## src/logic_ops_pkg.sv

```systemverilog
package logic_ops_pkg;

    // ------------------------------------------------------------
    // Register map (byte addresses, one aligned word each)
    // ------------------------------------------------------------
    localparam logic [7:0] OFS_COMMAND = 8'h00;
    localparam logic [7:0] OFS_STATUS = 8'h04;
    localparam logic [7:0] OFS_BANK = 8'h08;
    localparam logic [7:0] OFS_PC = 8'h0c;
    localparam logic [7:0] OFS_STACK_TOP = 8'h10;
    localparam logic [7:0] OFS_REG_BASE = 8'h40;
    localparam logic [7:0] OFS_REG_LAST = 8'hbc;
    localparam logic [7:0] OFS_INDEX_BASE = 8'hc0;
    localparam logic [7:0] OFS_INDEX_LAST = 8'hcc;

    // ------------------------------------------------------------
    // Command word fields
    // ------------------------------------------------------------
    localparam int CMD_OP_LSB = 0;
    localparam int CMD_SRC_LSB = 3;
    localparam int CMD_DST_LSB = 8;
    localparam int CMD_TO_MEM_BIT = 13;
    localparam int CMD_INDEX_LSB = 14;
    localparam int CMD_MODE_LSB = 16;
    localparam int CMD_IMM_LSB = 18;

    // Status and bank fields
    localparam int STAT_FLAGS_LSB = 0;
    localparam int STAT_BANK_A_BIT = 4;
    localparam int STAT_BANK_B_BIT = 5;
    localparam int STAT_GIE_BIT = 6;
    localparam int STAT_DEPTH_LSB = 8;
    localparam int BANK_A_BIT = 0;
    localparam int BANK_B_BIT = 1;
    localparam int BANK_GIE_BIT = 2;

    // ------------------------------------------------------------
    // Reset values and register layout
    // ------------------------------------------------------------
    localparam logic [15:0] PC_RESET = 16'h0000;
    localparam logic [7:0] REG_RESET = 8'h00;
    localparam logic [4:0] ACC_REG = 5'h04;
    localparam int PHYS_REGS = 44;

    // Operations
    typedef enum logic [2:0] {
        OP_AND_WITH_ACCUMULATOR = 3'h0,
        OP_BIT_TEST = 3'h1,
        OP_COMPARE_IMMEDIATE = 3'h2,
        OP_COMPLEMENT_REGISTER = 3'h3,
        OP_CALL_RELATIVE = 3'h4
    } op_type;

    // Index register address modes
    typedef enum logic [1:0] {
        IDX_POST_DEC = 2'h0,
        IDX_NO_CHANGE = 2'h1,
        IDX_POST_INC = 2'h2,
        IDX_PRE_INC = 2'h3
    } index_mode_type;

    typedef struct packed {
        logic n;
        logic z;
        logic c;
        logic v;
    } flags_type;

    typedef struct packed {
        logic [15:0] pc;
        flags_type flags;
        logic global_interrupt_enable;
        logic bank_a;
        logic bank_b;
    } stack_entry_type;

endpackage

```

## src/logic_compare_call_ops.sv

```systemverilog
// The Wishbone register port and the placing of the registers were chosen for this implementation.
`timescale 1ns/10ps
`default_nettype none

module logic_compare_call_ops
    import logic_ops_pkg::*;
#(
    parameter int STACK_DEPTH = 12
)
(
    input wire logic clk_i,
    input wire logic rst_i,
    input wire logic wb_cyc_i,
    input wire logic wb_stb_i,
    input wire logic wb_we_i,
    input wire logic [7:0] wb_adr_i,
    input wire logic [3:0] wb_sel_i,
    input wire logic [31:0] wb_dat_i,
    output logic [31:0] wb_dat_o,
    output logic wb_ack_o,
    output logic mem_we_o,
    output logic [15:0] mem_addr_o,
    output logic [7:0] mem_data_o
);

    // ------------------------------------------------------------
    // Bank mapping
    // ------------------------------------------------------------

    // Logical register to storage slot; slots 32..43 hold alternates
    function automatic logic [5:0] phys_index(input logic [4:0] r, input logic ba,
                                              input logic bb);
        logic [5:0] idx;
        idx = {1'b0, r};
        if (r < 5'd4 && ba)
        begin
            idx = 6'd32 + {1'b0, r};
        end
        else if (r >= 5'd4 && r < 5'd12 && bb)
        begin
            idx = 6'd32 + {1'b0, r};
        end
        return idx;
    endfunction

    // ------------------------------------------------------------
    // State
    // ------------------------------------------------------------
    logic [7:0] regs_q [PHYS_REGS];
    logic [15:0] index_q [4];
    stack_entry_type stack_q [STACK_DEPTH];
    logic [$clog2(STACK_DEPTH+1)-1:0] depth_q;
    logic [$clog2(STACK_DEPTH)-1:0] sp_q;
    flags_type flags_q;
    logic bank_a_q;
    logic bank_b_q;
    logic gie_q;
    logic [15:0] pc_q;
    logic ack_q;
    logic [31:0] dat_q;
    logic mem_we_q;
    logic [15:0] mem_addr_q;
    logic [7:0] mem_data_q;

    // ------------------------------------------------------------
    // Bus decode
    // ------------------------------------------------------------
    logic req;
    logic wr_fire;
    logic cmd_fire;
    logic reg_hit;
    logic index_hit;
    logic [4:0] reg_sel;
    logic [1:0] index_sel;
    logic [31:0] wmask;
    logic [31:0] wdata;

    // Writes land on the acknowledging edge only
    assign req = wb_cyc_i & wb_stb_i;
    assign wr_fire = req & wb_we_i & ack_q;
    assign cmd_fire = wr_fire & (wb_adr_i == OFS_COMMAND) & (&wb_sel_i[3:0]);
    assign reg_hit = (wb_adr_i >= OFS_REG_BASE) && (wb_adr_i <= OFS_REG_LAST);
    assign index_hit = (wb_adr_i >= OFS_INDEX_BASE) && (wb_adr_i <= OFS_INDEX_LAST);
    assign reg_sel = 5'(8'(wb_adr_i - OFS_REG_BASE) >> 2);
    assign index_sel = 2'(8'(wb_adr_i - OFS_INDEX_BASE) >> 2);
    assign wmask = {{8{wb_sel_i[3]}}, {8{wb_sel_i[2]}}, {8{wb_sel_i[1]}}, {8{wb_sel_i[0]}}};
    assign wdata = wb_dat_i & wmask;

    // ------------------------------------------------------------
    // Command fields
    // ------------------------------------------------------------
    op_type op;
    logic [4:0] src;
    logic [4:0] dst;
    logic to_mem;
    logic [1:0] idx_sel;
    index_mode_type idx_mode;
    logic [7:0] imm;

    assign op = op_type'(wb_dat_i[CMD_OP_LSB +: 3]);
    assign src = wb_dat_i[CMD_SRC_LSB +: 5];
    assign dst = wb_dat_i[CMD_DST_LSB +: 5];
    assign to_mem = wb_dat_i[CMD_TO_MEM_BIT];
    assign idx_sel = wb_dat_i[CMD_INDEX_LSB +: 2];
    assign idx_mode = index_mode_type'(wb_dat_i[CMD_MODE_LSB +: 2]);
    assign imm = wb_dat_i[CMD_IMM_LSB +: 8];

    // ------------------------------------------------------------
    // Datapath
    // ------------------------------------------------------------
    logic [7:0] src_full;
    logic [7:0] src_limited;
    logic [7:0] acc;
    logic [7:0] and_acc;
    logic [7:0] and_imm;
    logic [8:0] diff;
    logic [7:0] complement_register;
    logic [15:0] pc_next;
    logic [15:0] call_target;
    logic [15:0] idx_now;
    logic [15:0] idx_addr;
    logic [15:0] idx_after;

    // Operand fetch through the active bank view
    assign src_full = regs_q[phys_index(src, bank_a_q, bank_b_q)];
    assign src_limited = regs_q[phys_index({1'b0, src[3:0]}, bank_a_q, bank_b_q)];
    assign acc = regs_q[phys_index(ACC_REG, bank_a_q, bank_b_q)];
    assign and_acc = src_full & acc;
    assign and_imm = src_limited & imm;
    assign diff = {1'b0, src_limited} - {1'b0, imm};
    assign complement_register = ~regs_q[phys_index(dst, bank_a_q, bank_b_q)];

    // Return address is the word after the call
    assign pc_next = 16'(pc_q + 16'h0001);
    assign call_target = 16'(pc_next + {{8{imm[7]}}, imm});

    // Index pointer address and update
    assign idx_now = index_q[idx_sel];
    assign idx_addr = (idx_mode == IDX_PRE_INC) ? 16'(idx_now + 16'h0001) : idx_now;
    always_comb
    begin
        unique case (idx_mode)
            IDX_POST_DEC: idx_after = 16'(idx_now - 16'h0001);
            IDX_NO_CHANGE: idx_after = idx_now;
            IDX_POST_INC: idx_after = 16'(idx_now + 16'h0001);
            IDX_PRE_INC: idx_after = 16'(idx_now + 16'h0001);
        endcase
    end

    // ------------------------------------------------------------
    // Bus handshake
    // ------------------------------------------------------------

    // One wait state; ack drops the cycle after it is given
    always_ff @(posedge clk_i)
    begin
        if (rst_i)
        begin
            ack_q <= 1'b0;
        end
        else
        begin
            ack_q <= req & ~ack_q;
        end
    end

    // Read data, captured as the ack is raised; unmapped reads zero
    always_ff @(posedge clk_i)
    begin
        if (rst_i)
        begin
            dat_q <= 32'h0000_0000;
        end
        else if (req & ~ack_q)
        begin
            dat_q <= 32'h0000_0000;
            if (reg_hit)
            begin
                dat_q <= {24'h00_0000, regs_q[phys_index(reg_sel, bank_a_q, bank_b_q)]};
            end
            else if (index_hit)
            begin
                dat_q <= {16'h0000, index_q[index_sel]};
            end
            else
            begin
                unique case (wb_adr_i)
                    OFS_STATUS: dat_q <= 32'({depth_q, 1'b0, gie_q, bank_b_q, bank_a_q,
                                              flags_q} << STAT_FLAGS_LSB);
                    OFS_BANK: dat_q <= {29'h0000_0000, gie_q, bank_b_q, bank_a_q};
                    OFS_PC: dat_q <= {16'h0000, pc_q};
                    OFS_STACK_TOP: dat_q <= 32'(stack_q[sp_q]);
                    default: dat_q <= 32'h0000_0000;
                endcase
            end
        end
    end

    assign wb_ack_o = ack_q;
    assign wb_dat_o = dat_q;

    // ------------------------------------------------------------
    // Register file
    // ------------------------------------------------------------

    // Software window writes and op results share one writer
    always_ff @(posedge clk_i)
    begin
        if (rst_i)
        begin
            for (int i = 0; i < PHYS_REGS; i++)
            begin
                regs_q[i] <= REG_RESET;
            end
        end
        else if (wr_fire & reg_hit & wb_sel_i[0])
        begin
            regs_q[phys_index(reg_sel, bank_a_q, bank_b_q)] <= wb_dat_i[7:0];
        end
        else if (cmd_fire)
        begin
            if (op == OP_AND_WITH_ACCUMULATOR && !to_mem)
            begin
                regs_q[phys_index(dst, bank_a_q, bank_b_q)] <= and_acc;
            end
            else if (op == OP_COMPLEMENT_REGISTER)
            begin
                regs_q[phys_index(dst, bank_a_q, bank_b_q)] <= complement_register;
            end
        end
    end

    // Bus writes set the index pointers; of the ops, only the memory form of the AND moves them
    always_ff @(posedge clk_i)
    begin
        if (rst_i)
        begin
            for (int i = 0; i < 4; i++)
            begin
                index_q[i] <= 16'h0000;
            end
        end
        else if (wr_fire & index_hit)
        begin
            index_q[index_sel] <= wdata[15:0] | (index_q[index_sel] & ~wmask[15:0]);
        end
        else if (cmd_fire && op == OP_AND_WITH_ACCUMULATOR && to_mem)
        begin
            index_q[idx_sel] <= idx_after;
        end
    end

    // Data memory write port, one-cycle pulse
    always_ff @(posedge clk_i)
    begin
        if (rst_i)
        begin
            mem_we_q <= 1'b0;
            mem_addr_q <= 16'h0000;
            mem_data_q <= 8'h00;
        end
        else
        begin
            mem_we_q <= cmd_fire && op == OP_AND_WITH_ACCUMULATOR && to_mem;
            if (cmd_fire && op == OP_AND_WITH_ACCUMULATOR && to_mem)
            begin
                mem_addr_q <= idx_addr;
                mem_data_q <= and_acc;
            end
        end
    end

    assign mem_we_o = mem_we_q;
    assign mem_addr_o = mem_addr_q;
    assign mem_data_o = mem_data_q;

    // ------------------------------------------------------------
    // Flags
    // ------------------------------------------------------------

    // Each op touches only its own flags; call leaves them alone
    always_ff @(posedge clk_i)
    begin
        if (rst_i)
        begin
            flags_q <= '0;
        end
        else if (cmd_fire)
        begin
            unique case (op)
                OP_AND_WITH_ACCUMULATOR:
                begin
                    flags_q.n <= and_acc[7];
                    flags_q.z <= (and_acc == 8'h00);
                end
                OP_BIT_TEST:
                begin
                    flags_q.n <= and_imm[7];
                    flags_q.z <= (and_imm == 8'h00);
                end
                OP_COMPARE_IMMEDIATE:
                begin
                    flags_q.n <= diff[7];
                    flags_q.z <= (diff[7:0] == 8'h00);
                    flags_q.c <= diff[8];
                    flags_q.v <= (src_limited[7] ^ imm[7]) & (src_limited[7] ^ diff[7]);
                end
                OP_COMPLEMENT_REGISTER:
                begin
                    flags_q.n <= complement_register[7];
                    flags_q.z <= (complement_register == 8'h00);
                end
                default:
                begin
                    flags_q <= flags_q;
                end
            endcase
        end
    end

    // ------------------------------------------------------------
    // Bank selection and interrupt enable
    // ------------------------------------------------------------
    always_ff @(posedge clk_i)
    begin
        if (rst_i)
        begin
            bank_a_q <= 1'b0;
            bank_b_q <= 1'b0;
            gie_q <= 1'b0;
        end
        else if (wr_fire && wb_adr_i == OFS_BANK && wb_sel_i[0])
        begin
            bank_a_q <= wb_dat_i[BANK_A_BIT];
            bank_b_q <= wb_dat_i[BANK_B_BIT];
            gie_q <= wb_dat_i[BANK_GIE_BIT];
        end
    end

    // ------------------------------------------------------------
    // Program counter and address stack
    // ------------------------------------------------------------

    // Every executed op advances PC; a call branches instead
    always_ff @(posedge clk_i)
    begin
        if (rst_i)
        begin
            pc_q <= PC_RESET;
        end
        else if (wr_fire && wb_adr_i == OFS_PC)
        begin
            pc_q <= wdata[15:0] | (pc_q & ~wmask[15:0]);
        end
        else if (cmd_fire)
        begin
            pc_q <= (op == OP_CALL_RELATIVE) ? call_target : pc_next;
        end
    end

    // Circular stack; a push past the depth overwrites the oldest entry
    always_ff @(posedge clk_i)
    begin
        if (rst_i)
        begin
            sp_q <= '0;
            depth_q <= '0;
            for (int i = 0; i < STACK_DEPTH; i++)
            begin
                stack_q[i] <= '0;
            end
        end
        else if (cmd_fire && op == OP_CALL_RELATIVE)
        begin
            stack_q[(depth_q == 0) ? sp_q : 
                    ((sp_q == ($clog2(STACK_DEPTH))'(STACK_DEPTH - 1)) ? '0 :
                     ($clog2(STACK_DEPTH))'(sp_q + 1'b1))]
                <= '{pc: pc_next, flags: flags_q, global_interrupt_enable: gie_q,
                     bank_a: bank_a_q, bank_b: bank_b_q};
            if (depth_q != 0)
            begin
                sp_q <= (sp_q == ($clog2(STACK_DEPTH))'(STACK_DEPTH - 1)) ? '0 :
                        ($clog2(STACK_DEPTH))'(sp_q + 1'b1);
            end
            if (depth_q != ($clog2(STACK_DEPTH+1))'(STACK_DEPTH))
            begin
                depth_q <= ($clog2(STACK_DEPTH+1))'(depth_q + 1'b1);
            end
        end
    end

endmodule

`default_nettype wire

```

## config.mk

```make
export PLATFORM = sky130hd
export DESIGN_NAME = logic_compare_call_ops
export DESIGN_NICKNAME = d
export VERILOG_FILES = /design/src/logic_ops_pkg.sv /design/src/logic_compare_call_ops.sv
export SDC_FILE = /design/constraint.sdc
export NUM_CORES = 2
export LEC_CHECK = 0
export ABC_CLOCK_PERIOD_IN_PS = 5600
export BUFFER_PORTS_ARGS = -buffer_cell sky130_fd_sc_hd__clkbuf_2
export CAP_MARGIN = 20
export CORE_MARGIN = 10
export CORE_UTILIZATION = 40
export DETAILED_ROUTE_END_ITERATION = 10
export MAX_ROUTING_LAYER = met4
export PLACE_DENSITY = 0.65
export SLEW_MARGIN = 20
export SYNTH_ARGS = -nofsm -noshare
export SYNTH_HDL_FRONTEND = slang
export SYNTH_SLANG_ARGS = --single-unit
```

## constraint.sdc

```tcl
create_clock -name clk_i -period 5.6 [get_ports clk_i]
set_clock_uncertainty 0.2 [all_clocks]
set_input_delay 0 -clock clk_i [delete_from_list [all_inputs] [get_ports clk_i]]
set_output_delay 0 -clock clk_i [all_outputs]
set_load 0.02 [all_outputs]
```

### Word-level counts from Yosys, hierarchy flattened

Memories as Yosys holds them, arrays and structs flattened. A register that Yosys moved wholly into a read port is not among the register bits.
Cells that the tools add are included.

| word-level totals | value |
|---|---|
| register bits after elaboration | 89 |
| RAM bits | 692 |
| bits of input ports | 49 |
| output and inout bits | 58 |
| logic and storage cells | 196 |
| memories kept | 3 |

| operators by class | value |
|---|---|
| add/sub/neg operators | 13 |
| magnitude comparators | 16 |
| equality and inequality tests | 13 |
| mux-type cells | 69 |
| bitwise logic cells | 23 |
| reductions and logical operators | 44 |

Memory list:

| name | depth | width | read ports | clocked after memory_dff | write ports | RTL line | RTL |
|---|---|---|---|---|---|---|---|
| regs_q | 44 | 8 | 5 | 0 | 44 | logic_compare_call_ops.sv:49 | `logic [7:0] regs_q [PHYS_REGS];` |
| stack_q | 12 | 23 | 1 | 1 | 12 | logic_compare_call_ops.sv:51 | `stack_entry_type stack_q [STACK_DEPTH];` |
| index_q | 4 | 16 | 2 | 0 | 4 | logic_compare_call_ops.sv:50 | `logic [15:0] index_q [4];` |

Operators with widths:

| operator | number |
|---|---|
| two-way mux 16 bit | 6 |
| two-way mux 6 bit | 16 |
| one-hot mux 23 bit (4 select lines) | 1 |
| two-way mux 23 bit | 3 |
| AND 16 bit | 3 |
| one-hot mux 16 bit (3 select lines) | 1 |
| logical NOT 8 bit | 5 |
| adder 16 x 1 -> 16 bit (second input constant) | 2 |
| OR 16 bit | 2 |
| OR reduction 16 bit | 2 |
| two-way mux 1 bit | 31 |
| two-way mux 8 bit | 3 |
| OR reduction 23 bit | 1 |
| logical AND 1 bit | 21 |
| two-way mux 4 bit | 5 |
| adder 6 x 5 -> 6 bit (first input constant) | 3 |
| adder 16 bit | 1 |
| AND 8 bit | 2 |
| == test 8 x 4 -> 1 bit (second input constant) | 2 |
| less-or-equal comparator 8 bit (second input constant) | 2 |
| NOT 16 bit | 1 |
| OR reduction 8 bit | 2 |
| subtractor 16 x 1 -> 16 bit (second input constant) | 1 |
| >= comparator 5 x 3 -> 1 bit (second input constant) | 3 |
| other kinds (37) | 59 |

### Depth between registers and ports, before layout

| depth | value |
|---|---|
| depth in word-level cells | 13 |
| depth in mapped cells | 17 |

### Least setup slack after synthesis

No wires, ideal clock.

| timing | value |
|---|---|
| kind | input port to flip-flop |
| from | input wb_dat_i[6] |
| to | register flags_q[3] (netlist bit) |
| library setup time | 101 ps |
| arrival | 3895 ps |
| data required time | 5299 ps |
| slack | 1404 ps |
| cell stages on the path | 15 |
| path buffers | 2 |
| cells stage by stage | clkinv_1 -> buf_1 -> clkbuf_1 -> ha_1 -> a22oi_1 -> mux2_2 -> ha_1 -> nor2b_1 -> o21ai_0 -> a21boi_0 -> o21ai_0 -> a21oi_1 -> xnor2_1 -> o211a_1 -> o41ai_1 |

| between the ends | value |
|---|---|
| word-level cells in the longest chain between the ends | 8 |
| elaborated cells on any way between the ends | 23 |
| classes of those cells | add/sub: 3; order compare: 6; mux: 5; bitwise: 2; reduce/logical: 6; memory: 1 |

Ends and longest elaborated chain:

| what | RTL line | RTL |
|---|---|---|
| start: declaration | logic_compare_call_ops.sv:18 | `input wire logic [31:0] wb_dat_i,` |
| >= comparator 4 x 3 -> 1 bit, or another cell as far along | logic_compare_call_ops.sv:39 | `else if (r >= 5'd4 && r < 5'd12 && bb)` |
| logical AND 1 bit (2 in series) | logic_compare_call_ops.sv:39 |  |
| two-way mux 6 bit | logic_compare_call_ops.sv:39 |  |
| two-way mux 6 bit | logic_compare_call_ops.sv:35 | `if (r < 5'd4 && ba)` |
| memory (44 x 8 bit) * | n/a |  |
| subtractor 8 x 8 -> 9 bit, or another cell as far along | logic_compare_call_ops.sv:130 | `assign diff = {1'b0, src_limited} - {1'b0, imm};` |
| one-hot mux 2 bit (4 select lines) * | logic_compare_call_ops.sv:290 | `unique case (op)` |
| end signal: assignment | logic_compare_call_ops.sv:315 | `flags_q <= flags_q;` |
| end: declaration | logic_compare_call_ops.sv:54 | `flags_type flags_q;` |

Every way passes the cells marked *; elsewhere a longest branch is shown, timed or not.
A chain may end at the register's enable or synchronous reset.

### Final worst setup path

| timing | value |
|---|---|
| from | input wb_dat_i[3] |
| to | register flags_q[3] (netlist bit) |

The elaborated chain is that of the path after synthesis.

==> flow_summary.toml <==
[status]
outcome = "finished clean"

[timing]
setup_viol = 0
tns_ns = 0
worst_slew_pin_slew_ns = 1.14
final.period_utilization = 0.880
fin_crit_ns = 4.93
final_max_slew_viol_count = 0
maxSlewHeadroom = 0.241
hold_viol_final = 0
fmax_mhz = 203
rsz0062_at_grt = "no"

[detailed_routing]
ant_nets = 0
drt-wirelength-per-cell_um = 28.0
drc = 0
avgViaCountPerCell = 6.11
via_count = 33686
initialDrtViolationCount = 4811
wirelength_mm = 154
first_pass_iters = 8

[min_path]
hold_class = "input port to flip-flop"
hold_depth = 5
hold_path_startpoint = "wb_dat_i[14]"

[floorplanning]
dieHeight_um = 368
row_count = 127
start_util = 0.403
dieWidth_um = 368
dieArea_sq_mm = 0.135
pin_count = 107
core_sq_mm = 0.120

[power]
ir_drop_uv = 214
cellPowerDensity_mw_per_mm2 = 287
p_leak_nw = 19.2
p_total_w = 0.0157

[worst_setup_path]
crit_path_start_kind = "input port"
worst_ep_required_time_ns = 6.04
arrival_ns = 5.37
timing.rr.start = "regs_q[36][1]"
r2r_setup_slack_ns = 0.82
rr_endpoint = "flags_q[3]"
cp-end-kind = "flip-flop"
worstRegToRegCells = 13
path_max_fanout = 44
critPathKind = "input port to flip-flop"

[clock_network]
cts_buffers = 96
cts_root_buf = "clkbuf_16"
tritoncts = "done"
path_clk_slew_ns = 0.07
cts.sink_count = 900
holdBufCountCts = 36
htreeDepth = 3
post_cts_buffers = 0
clk_latency_ns = 0.72
cts_resized = 0
clockBufferDepth = 3

[cells_and_area]
syn_to_final_growth_pct = 13.1
drive_gt1_frac = 0.225
fin_nets = 3901
final_util = 0.456
finalNonFillerCells = 5515

[place]
place.port_buffers = 91
place_inst = 5290
place_hpwl_mm = 109
gp_congestion = 1.04

[grt]
grt_pass1_wl_mm = 225
grt_pass1_vias = 32413
track_usage = 0.228
antenna_found_initial = 6
overflow = 0
grt_max_degree = 63

[logic_synthesis]
synth-edff-count = 816
syn_inst = 3691
synth_area_sq_mm = 0.0484
ys.warnings.count = 0
postSynth.topFlopCell = "edfxtp_1"
synthArstFlopShare = 0
ys_seq_area_frac = 0.541
synth_area_per_cell_sq_um = 13.1
synth.distinct_cells = 84
synth_seq_cells = 900

[job]
drv_cap = 0
metal layers:
layer | vias to the layer above | wire [um] | GRT usage
met1 | 17158 | 59000 | 0.295
met2 | 1896 | 72100 | 0.352
met4 | 0 | 6450 | 0.0828
met5 | - | 0 | -
met3 | 312 | 16700 | 0.0499
li1 | 14320 | - | -
per-stage QoR:
stage,hold WS (ns),setup WS (ns),instance area (sq um)
6_report,0.0458,0.674,54700
5_1_grt,0.0634,0.297,54700
4_1_cts,0.00199,0.766,54700
3_5_place_dp,0.227,1.08,51100
3_3_place_gp,0.227,1.08,51100
2_1_floorplan,0.0510,1.40,48500
area by class of cell:
| type | count | area [sq um] |
|---|---|---|
| multi-input cells | 2460 | 20900 |
| inverters | 81 | 304 |
| well taps | 1612 | 2020 |
| fillers | 10671 | 65300 |
| diodes | 7 | 17.5 |
| clock buffers | 123 | 2680 |
| clock inverters | 59 | 577 |
| flip-flops and latches | 900 | 26200 |
| repair buffers | 273 | 2050 |
power by group:
part | leakage, nW | internal [W] | switching [W]
Clock | 1.56 | 0.00370 | 0.00283
Sequential | 8.92 | 0.00752 | 0.000111
Combinational | 8.75 | 0.000581 | 0.000945
Total | 19.2 | 0.0118 | 0.00388
kinds of logic (layout without fill, tap and decap cells):
family          Yosys count  in the layout  share of synthesized area
fa+ha+maj                40             40                     0.0105
mux                     580            580                      0.226
compound gates          401            401                     0.0584
simple gates           1337           1337                      0.121
other cells               1             48                  0.0000775
flops                   900            900                      0.541
xor+xnor                 61             61                     0.0110
buf+inv                 371            536                     0.0324
worst max-delay path, stage by stage:
cell and delay, ns:
dlygate4sd3_1 0.54, buf_6 0.58, mux4_2 0.63, mux4_2 0.60, mux2_2 0.35, ha_1 0.31
nor2b_1 0.13, o21ai_0 0.21, a21boi_0 0.13, o21ai_0 0.31, a21oi_1 0.21, xnor2_1 0.22
o211a_1 0.24, o41ai_1 0.27, dlygate4sd3_1 0.59
worst max path at each step:
stage	from	end	slack, ns	cells after the start
detailed placement	wb_adr_i[7]	index_q[2][14]	1.08	11
CTS	wb_dat_i[3]	flags_q[3]	0.77	15
global route	wb_dat_i[3]	flags_q[3]	0.30	16
global placement	wb_dat_i[3]	flags_q[2]	1.08	14
finish	wb_dat_i[3]	flags_q[3]	0.67	15
floorplan	wb_dat_i[6]	flags_q[3]	1.40	15
flip-flops by register name (all words and copies together), names as in the netlist, 4 cells and up, named ones only:
register / count
depth_q: 4
mem_addr_o: 16
wb_dat_o: 23
sp_q: 4
flags_q: 4
index_q: 64
stack_q: 368
mem_data_o: 8
regs_q: 384
synth_stat cells (8+ instances only):
master,count,area share
edfxtp_1,816,0.51
nor2_1,755,0.059
mux4_2,404,0.19
nand2_1,238,0.018
clkbuf_1,180,0.014
mux2i_1,133,0.028
and2_1,110,0.014
dfxtp_1,84,0.035
a21oi_1,83,0.0086
inv_1,77,0.0060
buf_2,60,0.0062
a22oi_1,58,0.0090
nor3_1,53,0.0055
nand3_1,47,0.0049
o21ai_0,46,0.0048
mux2_2,43,0.010
ha_1,39,0.010
a211oi_1,36,0.0056
xor2_1,35,0.0063
a221oi_1,31,0.0056
buf_1,27,0.0021
nor2b_1,26,0.0034
xnor2_1,26,0.0047
nand2b_1,22,0.0028
o22ai_1,21,0.0027
buf_4,20,0.0031
a31oi_1,18,0.0023
nand4_1,14,0.0018
nor4_1,14,0.0018
o221ai_1,12,0.0022
a2111oi_0,11,0.0020
a21o_1,11,0.0017
or3_1,11,0.0014
or2_2,9,0.0012
and3_1,8,0.0010
cells in the final DEF, fill, tap and decap left out, types with 11 or more instances in the layout:
cell type / instances
a2111oi_0: 11
a211oi_1: 36
a21o_1: 11
a21oi_1: 82
a221oi_1: 31
a22oi_1: 56
a31oi_1: 18
and2_1: 110
buf_4: 142
clkbuf_1: 14
clkbuf_16: 100
clkbuf_2: 84
clkbuf_8: 11
clkinv_1: 19
clkinv_2: 13
conb_1: 41
dfxtp_1: 81
dlygate4sd3_1: 36
edfxtp_1: 816
ha_1: 39
inv_1: 77
mux2_2: 43
mux2i_1: 133
mux4_2: 404
nand2_1: 238
nand2b_1: 22
nand3_1: 47
nand4_1: 14
nor2_1: 749
nor2b_1: 26
nor3_1: 51
nor4_1: 14
o21ai_0: 44
o221ai_1: 12
o22ai_1: 21
or3_1: 11
xnor2_1: 26
xor2_1: 34
(Power assumes the default switching activity.)
